==> src/design/touch_adc_consts.svh <==
/*
  Constants of the touch-screen converter serial control: control byte
  fields, power codes, sequence counts and the FIFO shape.
  Assumes inclusion by touch_adc_pkg.sv and the design file only.
*/
// Notes on behaviour
// - Back-to-back conversions at fifteen clocks each, eleven in eight-bit mode
// - Results are unsigned straight binary codes
// - Eight-bit conversions end four clocks sooner
// - Code 11 always powered, 00 auto-down
// - Single-ended: switches closed only while acquiring
// - Differential: switches closed acquiring and converting
// - Power-down 00: corner grounded, sense connected
// - Touch in power-down pulls pen interrupt low
// - Measuring: pen diode grounded, sense disconnected
// - Channel 110, code 00: touch reads ones
// - Chip select high: data output high-impedance
// - Control byte MSB first, start bit one
// - Code 01 like 00, pen off; 10 reserved
// - Twelve conversion clocks, thirteenth shows last bit
// - New byte every 15th or 11th clock
`ifndef TOUCH_ADC_CONSTS_SVH
`define TOUCH_ADC_CONSTS_SVH

// Control bits after the start bit, as received (7 bits)
`define CB_CHAN_HI     6
`define CB_CHAN_LO     4
`define CB_MODE8       3
`define CB_REF_SINGLE  2
`define CB_PD_HI       1
`define CB_PD_LO       0
`define CB_LAST_CNT    3'h6
`define CB_ACQ_CNT     3'h2

// Power codes and the touch readback channel
`define PD_AUTO        2'h0
`define PD_NO_PEN      2'h1
`define PD_FULL        2'h3
`define CHAN_PEN_READ  3'h6
`define CTRL_RESET     7'h00

// Falling edges after the byte: one busy edge, then the result bits
`define LAST_FALL_12   4'hd
`define LAST_FALL_8    4'h9
`define FIRST_BIT_FALL 4'h2
// Rising edges after the byte before a new start bit is looked for
`define GAP_12         4'h7
`define GAP_8          4'h3

`define RES_W          12
`define FIFO_DEPTH     8

`endif

==> src/design/touch_adc_pkg.sv <==
/*
  Types shared by the converter serial control.
  Assumes touch_adc_consts.svh is on the include path.
*/
`include "touch_adc_consts.svh"

package touch_adc_pkg;

  // Decoded control byte, start bit stripped
  typedef struct packed {
    logic [2:0] chan;
    logic       mode8;
    logic       ref_single;
    logic [1:0] pd;
  } ctrl_s;

  // Receiver: looking for a start bit, shifting the byte, spacing gap
  typedef enum logic [1:0] {RX_SEARCH, RX_SHIFT, RX_GAP} rx_state_e;

endpackage : touch_adc_pkg

==> src/design/touch_adc_serial_control.sv <==
/*
  Serial control, conversion sequencing, power mode and pen-touch logic
  of a 12-bit touch-screen converter, with the sample FIFO in front of it.
  Assumes: link pins are asynchronous and sampled by clk_i (50 MHz);
  sample words arrive synchronous to clk_i from the analog front end.
*/
`include "touch_adc_consts.svh"

module touch_adc_sample_fifo #(
  parameter int WIDTH = `RES_W,
  parameter int DEPTH = `FIFO_DEPTH
) (
  input  wire logic             clk_i,
  input  wire logic             reset_i,
  // Fill side
  input  wire logic             in_valid_i,
  input  wire logic [WIDTH-1:0] in_data_i,
  output logic                  in_ready_o,
  // Drain side
  output logic                  out_valid_o,
  output logic      [WIDTH-1:0] out_data_o,
  input  wire logic             out_ready_i
);
  localparam int AW = $clog2(DEPTH);
  logic [WIDTH-1:0] mem [DEPTH];
  logic [AW-1:0]    wp_r, wp_nxt, rp_r, rp_nxt;
  logic [AW:0]      cnt_r, cnt_nxt;
  logic             push, pop;

  // Honest full and empty from the fill count
  assign in_ready_o  = (cnt_r != AW'(0) + (AW+1)'(DEPTH)) ? 1'b1 : 1'b0;
  assign out_valid_o = (cnt_r != '0);
  assign out_data_o  = mem[rp_r];
  assign push = in_valid_i & in_ready_o;
  assign pop  = out_valid_o & out_ready_i;

  always_comb begin
    wp_nxt  = push ? wp_r + AW'(1) : wp_r;
    rp_nxt  = pop ? rp_r + AW'(1) : rp_r;
    cnt_nxt = cnt_r + (AW+1)'(push) - (AW+1)'(pop);
  end

  // Pointers wrap freely since DEPTH is a power of two
  always_ff @(posedge clk_i) begin
    if (reset_i) begin
      wp_r  <= '0;
      rp_r  <= '0;
      cnt_r <= '0;
    end else begin
      wp_r  <= wp_nxt;
      rp_r  <= rp_nxt;
      cnt_r <= cnt_nxt;
    end
    if (push) mem[wp_r] <= in_data_i;
  end
endmodule : touch_adc_sample_fifo

module touch_adc_serial_control
  import touch_adc_pkg::*;
(
  // Clock and reset
  input  wire logic               clk_i,
  input  wire logic               reset_i,
  // Serial link pins
  input  wire logic               serial_clock_in_i,
  input  wire logic               chip_select_n_i,
  input  wire logic               serial_data_in_i,
  output logic                    serial_data_o,
  output logic                    serial_data_oe_n_o,
  // Open-drain pen interrupt
  output logic                    pen_touch_irq_n_o,
  output logic                    pen_touch_irq_n_oe_n_o,
  // Analog front end
  input  wire logic               panel_touched_i,
  input  wire logic               sample_valid_i,
  input  wire logic [`RES_W-1:0]  sample_data_i,
  output logic                    sample_ready_o,
  // Switch and power controls
  output ctrl_s                   ctrl_o,
  output logic                    panel_drive_o,
  output logic                    lower_right_drive_o,
  output logic                    pen_diode_gnd_o,
  output logic                    panel_sense_input_o,
  output logic                    powered_o,
  output logic                    sample_hold_o
);
  // Two-flop synchronisers plus one edge-history flop for the clock pin
  logic sclk_q1, sclk_q2, sclk_q3, cs_q1, cs_q2, din_q1, din_q2, tch_q1, tch_q2;
  always_ff @(posedge clk_i) begin
    if (reset_i) begin
      {sclk_q1, sclk_q2, sclk_q3} <= 3'h0;
      {cs_q1, cs_q2}              <= 2'h3;
      {din_q1, din_q2}            <= 2'h0;
      {tch_q1, tch_q2}            <= 2'h0;
    end else begin
      {sclk_q1, sclk_q2, sclk_q3} <= {serial_clock_in_i, sclk_q1, sclk_q2};
      {cs_q1, cs_q2}              <= {chip_select_n_i, cs_q1};
      {din_q1, din_q2}            <= {serial_data_in_i, din_q1};
      {tch_q1, tch_q2}            <= {panel_touched_i, tch_q1};
    end
  end

  logic sclk_rise, sclk_fall;
  assign sclk_rise = sclk_q2 & ~sclk_q3 & ~cs_q2;
  assign sclk_fall = ~sclk_q2 & sclk_q3 & ~cs_q2;

  rx_state_e          rx_state_r, rx_state_nxt;
  logic [2:0]         bit_cnt_r, bit_cnt_nxt;
  logic [5:0]         sr_r, sr_nxt;
  logic [3:0]         gap_cnt_r, gap_cnt_nxt, fall_cnt_r, fall_cnt_nxt, last_fall_r, last_fall_nxt;
  ctrl_s              ctrl_r, ctrl_nxt, byte_in;
  logic               acq_r, acq_nxt, conv_r, conv_nxt, dout_r, dout_nxt, byte_done;
  logic [`RES_W-1:0]  out_sr_r, out_sr_nxt, result;
  logic               fifo_valid;
  logic [`RES_W-1:0]  fifo_data;

  // Sample words queue up here; the converter takes one per control byte
  touch_adc_sample_fifo #(.WIDTH(`RES_W), .DEPTH(`FIFO_DEPTH)) u_fifo (
    .clk_i       (clk_i),
    .reset_i     (reset_i),
    .in_valid_i  (sample_valid_i),
    .in_data_i   (sample_data_i),
    .in_ready_o  (sample_ready_o),
    .out_valid_o (fifo_valid),
    .out_data_o  (fifo_data),
    .out_ready_i (byte_done)
  );

  // last control bit arrives on this rising edge
  assign byte_done = (rx_state_r == RX_SHIFT) && sclk_rise && (bit_cnt_r == `CB_LAST_CNT);
  assign byte_in   = ctrl_s'({sr_r, din_q2});

  // Result word, MSB aligned; an empty queue converts as zero
  always_comb begin
    result = fifo_valid ? fifo_data : '0;
    if (byte_in.chan == `CHAN_PEN_READ && byte_in.pd == `PD_AUTO) begin
      result = {`RES_W{tch_q2}};
    end else if (byte_in.mode8) begin
      // eight-bit result keeps the top bits
      result = {fifo_data[`RES_W-1:4] & {8{fifo_valid}}, 4'h0};
    end
  end

  // Receiver next state
  always_comb begin
    rx_state_nxt  = rx_state_r;
    bit_cnt_nxt   = bit_cnt_r;
    sr_nxt        = sr_r;
    gap_cnt_nxt   = gap_cnt_r;
    ctrl_nxt      = ctrl_r;
    acq_nxt       = acq_r;
    conv_nxt      = conv_r;
    fall_cnt_nxt  = fall_cnt_r;
    last_fall_nxt = last_fall_r;
    out_sr_nxt    = out_sr_r;
    dout_nxt      = dout_r;
    if (cs_q2) begin
      // deselect drops the sequence, keeps the power choice
      rx_state_nxt = RX_SEARCH;
      acq_nxt      = 1'b0;
      conv_nxt     = 1'b0;
      dout_nxt     = 1'b0;
    end else begin
      if (sclk_rise) begin
        case (rx_state_r)
          RX_SEARCH: begin
            // ignore data until a one arrives
            if (din_q2) begin
              rx_state_nxt = RX_SHIFT;
              bit_cnt_nxt  = 3'h0;
            end
          end
          RX_SHIFT: begin
            sr_nxt      = {sr_r[4:0], din_q2};
            bit_cnt_nxt = bit_cnt_r + 3'h1;
            // acquisition opens once the channel is known
            if (bit_cnt_r == `CB_ACQ_CNT) begin
              ctrl_nxt.chan = {sr_r[1:0], din_q2};
              acq_nxt       = 1'b1;
            end
            if (byte_done) begin
              ctrl_nxt      = byte_in;
              acq_nxt       = 1'b0;
              conv_nxt      = 1'b1;
              fall_cnt_nxt  = 4'h0;
              gap_cnt_nxt   = 4'h0;
              out_sr_nxt    = result;
              // twelve bits, or eight in eight-bit mode, plus a busy edge
              last_fall_nxt = byte_in.mode8 ? `LAST_FALL_8 : `LAST_FALL_12;
              rx_state_nxt  = RX_GAP;
            end
          end
          RX_GAP: begin
            // start search reopens for the 15th / 11th clock
            // this overlap gives the 15-clock cadence
            gap_cnt_nxt = gap_cnt_r + 4'h1;
            if (gap_cnt_r == (ctrl_r.mode8 ? `GAP_8 : `GAP_12) - 4'h1) begin
              rx_state_nxt = RX_SEARCH;
            end
          end
          default: rx_state_nxt = RX_SEARCH;
        endcase
      end
      if (sclk_fall) begin
        // result bits change on falling edges, MSB first
        dout_nxt = 1'b0;
        if (conv_r) begin
          fall_cnt_nxt = fall_cnt_r + 4'h1;
          if (fall_cnt_r + 4'h1 >= `FIRST_BIT_FALL) begin
            dout_nxt   = out_sr_r[`RES_W-1];
            out_sr_nxt = {out_sr_r[`RES_W-2:0], 1'b0};
          end
          // conversion ends with the last bit shown
          if (fall_cnt_r + 4'h1 == last_fall_r) conv_nxt = 1'b0;
        end
      end
    end
  end

  always_ff @(posedge clk_i) begin
    if (reset_i) begin
      rx_state_r  <= RX_SEARCH;
      bit_cnt_r   <= 3'h0;
      sr_r        <= 6'h00;
      gap_cnt_r   <= 4'h0;
      ctrl_r      <= ctrl_s'(`CTRL_RESET);
      acq_r       <= 1'b0;
      conv_r      <= 1'b0;
      fall_cnt_r  <= 4'h0;
      last_fall_r <= `LAST_FALL_12;
      out_sr_r    <= '0;
      dout_r      <= 1'b0;
    end else begin
      rx_state_r  <= rx_state_nxt;
      bit_cnt_r   <= bit_cnt_nxt;
      sr_r        <= sr_nxt;
      gap_cnt_r   <= gap_cnt_nxt;
      ctrl_r      <= ctrl_nxt;
      acq_r       <= acq_nxt;
      conv_r      <= conv_nxt;
      fall_cnt_r  <= fall_cnt_nxt;
      last_fall_r <= last_fall_nxt;
      out_sr_r    <= out_sr_nxt;
      dout_r      <= dout_nxt;
    end
  end

  // Power, switches and pen path; reserved code 10 acts as 01
  logic measuring, pd_auto, pen_pull;
  assign measuring = acq_r | conv_r;
  assign pd_auto   = (ctrl_r.pd == `PD_AUTO);
  // full power code or any active phase
  assign powered_o = measuring | (ctrl_r.pd == `PD_FULL);
  assign panel_drive_o = acq_r | (conv_r & ~ctrl_r.ref_single);
  // corner and sense only in code 00 power-down
  assign lower_right_drive_o = ~powered_o & pd_auto;
  assign pen_diode_gnd_o     = measuring;
  assign panel_sense_input_o = ~powered_o & pd_auto;
  // touch pulls the open-drain line low
  assign pen_pull               = lower_right_drive_o & tch_q2;
  assign pen_touch_irq_n_o      = 1'b0;
  assign pen_touch_irq_n_oe_n_o = ~pen_pull;
  assign sample_hold_o          = conv_r;
  assign ctrl_o                 = ctrl_r;
  assign serial_data_oe_n_o = cs_q2;
  assign serial_data_o      = dout_r;
endmodule : touch_adc_serial_control

==> config.mk <==
export PLATFORM = sky130hd
export DESIGN_NAME = touch_adc_serial_control
export DESIGN_NICKNAME = d
export VERILOG_FILES = /design/src/design/touch_adc_pkg.sv /design/src/design/touch_adc_serial_control.sv
export VERILOG_INCLUDE_DIRS = /design/src /design/src/design
export SDC_FILE = /design/constraint.sdc
export NUM_CORES = 1
export LEC_CHECK = 0
export ABC_CLOCK_PERIOD_IN_PS = 3120
export BUFFER_PORTS_ARGS = -buffer_cell sky130_fd_sc_hd__buf_4
export CAP_MARGIN = 15
export CORE_ASPECT_RATIO = 0.5
export CORE_MARGIN = 2
export CORE_UTILIZATION = 40
export CTS_CLUSTER_DIAMETER = 40
export DETAILED_ROUTE_END_ITERATION = 7
export SLEW_MARGIN = 20
export SYNTH_ARGS = -nofsm -noshare
export SYNTH_HDL_FRONTEND = slang
export SYNTH_SLANG_ARGS = --single-unit
==> constraint.sdc <==
create_clock -name clk_i -period 3.12 [get_ports clk_i]
set_input_delay 0.468 -clock clk_i [delete_from_list [all_inputs] [get_ports clk_i]]
set_output_delay 0.468 -clock clk_i [all_outputs]
set_load 0.03 [all_outputs]
== After elaboration in Yosys (flattened, before gate mapping) ==
Memories as Yosys holds them, arrays and structs flattened. A register that Yosys moved wholly into a read port is not among the register bits.
Cells that the tools add are included.

* Output and inout port bits: 18
* Word-level logic and storage cells: 126
* Bits in registers: 64
* RAM bits: 96
* Input port bits: 19
* Memories kept: 1

{| class="wikitable"
|+ Memory list
! name !! depth !! bits a word !! read ports !! clocked after Yosys merged registers in !! wr ports !! line !! RTL
|-
| u_fifo.mem || 8 || 12 || 1 || 1 || 1 || touch_adc_serial_control.sv:25 || <nowiki>logic [WIDTH-1:0] mem [DEPTH];</nowiki>
|}

* Add/subtract/negate cells: 8
* Multiplexer cells: 41
* Equality and inequality tests: 12
* Bitwise gates (word level): 19
* Order comparisons: 1
* Reductions and logical operators: 18

{| class="wikitable"
|+ Operators with widths
! operator !! count
|-
| $mux 12 || 9
|-
| $mux 4 || 6
|-
| $reduce_and 4->1 || 5
|-
| $mux 3 || 6
|-
| $mux 1 || 13
|-
| $add 3x1->3 const B || 3
|-
| $and 1x1->1 || 9
|-
| $add 4x1->4 const B || 2
|-
| $and 8x8->8 || 1
|-
| $eq 4x4->1 || 2
|-
| $pmux 4 s2 || 1
|-
| $mux 7 || 1
|-
| $eq 3x3->1 const B || 2
|-
| $logic_not 2->1 || 3
|-
| $mux 2 || 3
|-
| $not 1->1 || 6
|-
| $pmux 2 s3 || 1
|-
| $pmux 3 s2 || 1
|-
| $reduce_and 3->1 || 2
|-
| $reduce_bool 2->1 || 3
|-
| $add 4x1->4 || 1
|-
| $eq 2x2->1 const B || 2
|-
| $ge 4x2->1 const B || 1
|-
| $ne 2x2->1 const B || 2
|-
| other kinds (10) || 14
|}

== Depth between registers and ports, before layout ==
* Depth in word-level cells: 11
* Mapped depth: 11
* Mapped depth without buffers: 11

== Modules after synthesis ==
A second synthesis with hierarchy kept.

* Cell total of the unflattened synthesis: 509
* Area total of the unflattened synthesis: 6,909.1 µm²

{| class="wikitable"
|+ By module, submodules not included
! module !! area each (µm²) !! seq. area each (µm²) !! cells each !! instances
|-
| touch_adc_sample_fifo || 4,405.5 || 3,143.0 || 219 || 1
|-
| touch_adc_serial_control || 2,503.7 || 1,021.0 || 290 || 1
|}

== Worst setup path before layout ==
No wires, ideal clock.

* Path type: reg-to-output
* Start: register conv_r, in the netlist sample_hold_o
* End: output pen_touch_irq_n_oe_n_o
* Data arrival time: 2,038 ps
* Setup slack: 614 ps
* Stages on the path, launching flop included: 4
* Required time: 2,652 ps
* Buffers on the path: 0
* Cell sequence: dfxtp_1 > or2_2 > nor3_1 > nand2_1

* Longest elaborated chain between the ends: 6

{| class="wikitable"
|+ RTL lines
! item !! line !! RTL
|-
| from (decl) || touch_adc_serial_control.sv:112 || <nowiki>logic acq_r, acq_nxt, conv_r, conv_nxt, dout_r, dout_nxt, byte_done;</nowiki>
|-
| from (signal assigned) || touch_adc_serial_control.sv:240 || <nowiki>conv_r <= conv_nxt;</nowiki>
|-
| $or 1x1->1 || touch_adc_serial_control.sv:250 || <nowiki>assign measuring = acq_r | conv_r;</nowiki>
|-
| via pen_diode_gnd_o || touch_adc_serial_control.sv:82 || <nowiki>output logic pen_diode_gnd_o,</nowiki>
|-
| $or 1x1->1 || touch_adc_serial_control.sv:253 || <nowiki>assign powered_o = measuring | (ctrl_r.pd == `PD_FULL);</nowiki>
|-
| $not 1->1 || touch_adc_serial_control.sv:256 || <nowiki>assign lower_right_drive_o = ~powered_o & pd_auto;</nowiki>
|-
| $and 1x1->1 || touch_adc_serial_control.sv:256 ||
|-
| via lower_right_drive_o || touch_adc_serial_control.sv:81 || <nowiki>output logic lower_right_drive_o,</nowiki>
|-
| $and 1x1->1 || touch_adc_serial_control.sv:260 || <nowiki>assign pen_pull = lower_right_drive_o & tch_q2;</nowiki>
|-
| $not 1->1 || touch_adc_serial_control.sv:262 || <nowiki>assign pen_touch_irq_n_oe_n_o = ~pen_pull;</nowiki>
|-
| to (decl) || touch_adc_serial_control.sv:72 || <nowiki>output logic pen_touch_irq_n_oe_n_o,</nowiki>
|}

The timed path passes the listed nets, and every way through them passes these cells.

== Worst setup path in the final report ==
* Start: register rx_state_r[0]
* End: register u_fifo.cnt_r[1]

* Longest elaborated chain between the ends: 5

{| class="wikitable"
|+ RTL lines
! item !! line !! RTL
|-
| from (decl) || touch_adc_serial_control.sv:107 || <nowiki>rx_state_e rx_state_r, rx_state_nxt;</nowiki>
|-
| from (signal assigned) || touch_adc_serial_control.sv:234 || <nowiki>rx_state_r <= rx_state_nxt;</nowiki>
|-
| $eq 2x1->1 || touch_adc_serial_control.sv:130 || <nowiki>assign byte_done = (rx_state_r == RX_SHIFT) && sclk_rise && (bit_cnt_r == `CB_LAST_CNT);</nowiki>
|-
| $logic_and 1x1->1 (2 in series) || touch_adc_serial_control.sv:130 ||
|-
| $and 1x1->1 || touch_adc_serial_control.sv:35 || <nowiki>assign pop = out_valid_o & out_ready_i;</nowiki>
|-
| via u_fifo.pop || touch_adc_serial_control.sv:28 || <nowiki>logic push, pop;</nowiki>
|-
| $sub 4x1->4 || touch_adc_serial_control.sv:40 || <nowiki>cnt_nxt = cnt_r + (AW+1)'(push) - (AW+1)'(pop);</nowiki>
|-
| via u_fifo.cnt_nxt[1] || touch_adc_serial_control.sv:27 || <nowiki>logic [AW:0] cnt_r, cnt_nxt;</nowiki>
|-
| to (signal assigned) || touch_adc_serial_control.sv:52 || <nowiki>cnt_r <= cnt_nxt;</nowiki>
|-
| to (decl) || touch_adc_serial_control.sv:27 ||
|}

The timed path passes the listed nets, and every way through them passes these cells.
A chain may end at the register's enable or synchronous reset.

==> reports/results.tsv <==
metric	value	unit
status	completed	
post-route-period-util	81.1	%
synthXorXnorAreaFrac	1.59	%
viasPerCell	5.10	
firstDrtPassIters	4	
synthCells	465	
core	16300	um^2
area_growth	16.8	%
crit_chain	nand3_1 > nor4_2 > ha_1 > inv_1 > ha_1 > fa_1 > nor2b_1	
cpMaxStageDelayCell	dfxtp_1	
grt_use_met3	4.59	%
yosys.area.top_type_share	43.6	%
hold_end	cs_q1	
grt_usage	15.3	%
fmax	395	MHz
hold_viol	0	
grt_pass1_wl	19800	um
synthTopCellsByArea	edfxtp_1 (44%), dfxtp_1 (19%), mux4_1 (8.0%)	
synthAdderAreaFrac	3.14	%
post-synth-top-count-cell	edfxtp_1	
final.setup.tns	0	ns
slew_violations	0	
p_leak	2.70	nW
synth_compound_area_share	6.84	%
arrival	2.83	ns
placed_area	7140	um^2
start_kind	flip-flop	
dp_hpwl	7750	um
max_stage_delay	0.62	ns
yosys.area.top_type	edfxtp_1	
cp.buffers_inverters	1	
cts_tree	built	
grt_use_met1	20.8	%
synth-edff-count	96	
holdCritPathClass	in -> reg	
clkSinkCount	160	
pwr_density_cell	609	nW/um^2
synth_seq_cells	160	
port_buffers	35	
rsz0062_at_grt	no	
setup_slack	0.588	ns
cp_max_fo	16	
clk_latency	0.43	ns
root_buffer	clkbuf_16	
critPathLaunch	rx_state_r[0]	
max_slew_margin	37.6	%
synth_common_cells	edfxtp_1 (96), dfxtp_1 (64), nor2_1 (37), nand2_1 (28), a221o_1 (22)	
cts_made_buffers	17	
fp.dieW	186	um
hold_depth	2	
pre_cts_ws	0.580	ns
crit_path_end_kind	flip-flop	
grt.busiest_layer	met2	
maxCapViolations	0	
gp_congestion	0.720	
avgSynthCellArea	14.2	um^2
setup_viol	0	
final_util	47.4	%
synth_top_family_by_area	multiplexers	
min_period	2.53	ns
post_cts_buffers	0	
drtIter0Drc	205	
muxShareOfSynthArea	12.3	%
syn_nets	500	
max-vdd-ir-drop	0.000336	V
fill_cells	1455	
die_h	94.9	um
r2r_cells	7	
routed_wl	12500	um
num-nets-final	543	
finalPower	4.70	mW
row_count	33	
n_antenna_cell	0	
final_layout_size_suffix_gt1_share	20.2	%
postCtsHoldBufs	0	
ys_async_sr_fraction	0	%
path_clk_slew	0.07	ns
initial_utilization	40.6	%
fin_cells	748	
skew	0.0124	ns
grt_max_degree	49	
worstPathRequired	3.42	ns
dp_cells	716	
worst_pin_slew	0.928	ns
yosysWarningCount	0	
stdcell_area	7720	um^2
timing.rr.start	rx_state_r[0]	
drc	0	
syn_area	6610	um^2
yosys.area_share.simple	10.2	%
r2r-end	u_fifo.cnt_r[1]	
grt_remaining_overflow	0	
antenna_found_initial	1	
die_area	17600	um^2
hp-start	chip_select_n_i	
ant_nets	0	
vias	3816	
cts_buffer_depth	2	
grt_pass1_vias	3679	
ys_types	46	
worstSetupPathType	reg -> reg	
crit_top_cell	ha_1	
ctsResizeCount	0	
ys.flop_type	edfxtp_1	
r2r_setup_slack	0.59	ns
use_met2	23.8	%
io_pins	37	
whs	0.238	ns
wire_per_inst	16.8	um
critPathTopFamily	adder cells	
cts_max_level	4	
ys_seq_area_share	63.0	%
## flip-flops by register name (all words and copies together) (netlist names), 2 cells and up, named ones only
name	flops
sr_r	6
u_fifo.cnt_r	4
rx_state_r	2
out_sr_r	12
bit_cnt_r	3
u_fifo.rp_r	3
gap_cnt_r	4
fall_cnt_r	4
u_fifo.wp_r	3
u_fifo.mem	96
ctrl_o	7
## logic make-up after synthesis
family,after synthesis
flops,160
mux,42
simple gates,134
xor+xnor,12
other cells,1
buf+inv,39
compound gates,61
fa+ha+maj,16
## layout make-up
class	count	area [um^2]	share of cell area, %
well taps	227	284	3.68
clock inverters	15	156	2.03
inverters	12	45.0	0.584
flip-flops and latches	160	4160	54.0
clock buffers	17	425	5.51
repair buffers	51	383	4.96
multi-input cells	266	2260	29.3
## worst max path at each step
stage,to,slack (ns),depth (start not counted)
global route,u_fifo.cnt_r[3],0.34,9
global placement,u_fifo.cnt_r[1],0.65,10
finish,u_fifo.cnt_r[1],0.59,7
CTS,u_fifo.cnt_r[1],0.56,10
detailed placement,u_fifo.cnt_r[1],0.58,10
floorplan,pen_touch_irq_n_oe_n_o,0.61,3
## routing by layer
| layer | share of wire, % | routed length (um) |
|---|---|---|
| met5 | 0 | 0 |
| met3 | 4.0 | 500 |
| met4 | 1.0 | 131 |
| met2 | 46 | 5710 |
| met1 | 49 | 6190 |
## cell usage in the layout (no fill, tap or decap), types with 5 or more instances in the layout
cell type	instances
ha_1	15
mux2i_1	7
nor2b_1	13
inv_8	6
xor2_1	7
clkbuf_16	17
nand3_1	9
nand2_1	28
nor3_1	8
and2_1	12
a21oi_1	21
xnor2_1	5
a211oi_1	5
edfxtp_1	96
mux2_2	11
mux4_1	20
nand2b_1	5
nor2_1	37
a221o_1	22
inv_1	12
dfxtp_1	64
buf_4	51
## where the power goes
group / total, mW / internal (mW) / switching [mW] / leakage, nW
sequential: 2.34 / 2.32 / 0.0267 / 1.39
combinational: 0.329 / 0.146 / 0.183 / 1.03
clock: 2.02 / 1.07 / 0.952 / 0.288
total: 4.70 / 3.54 / 1.16 / 2.70
Note: power is estimated with default switching activity, not from simulation.
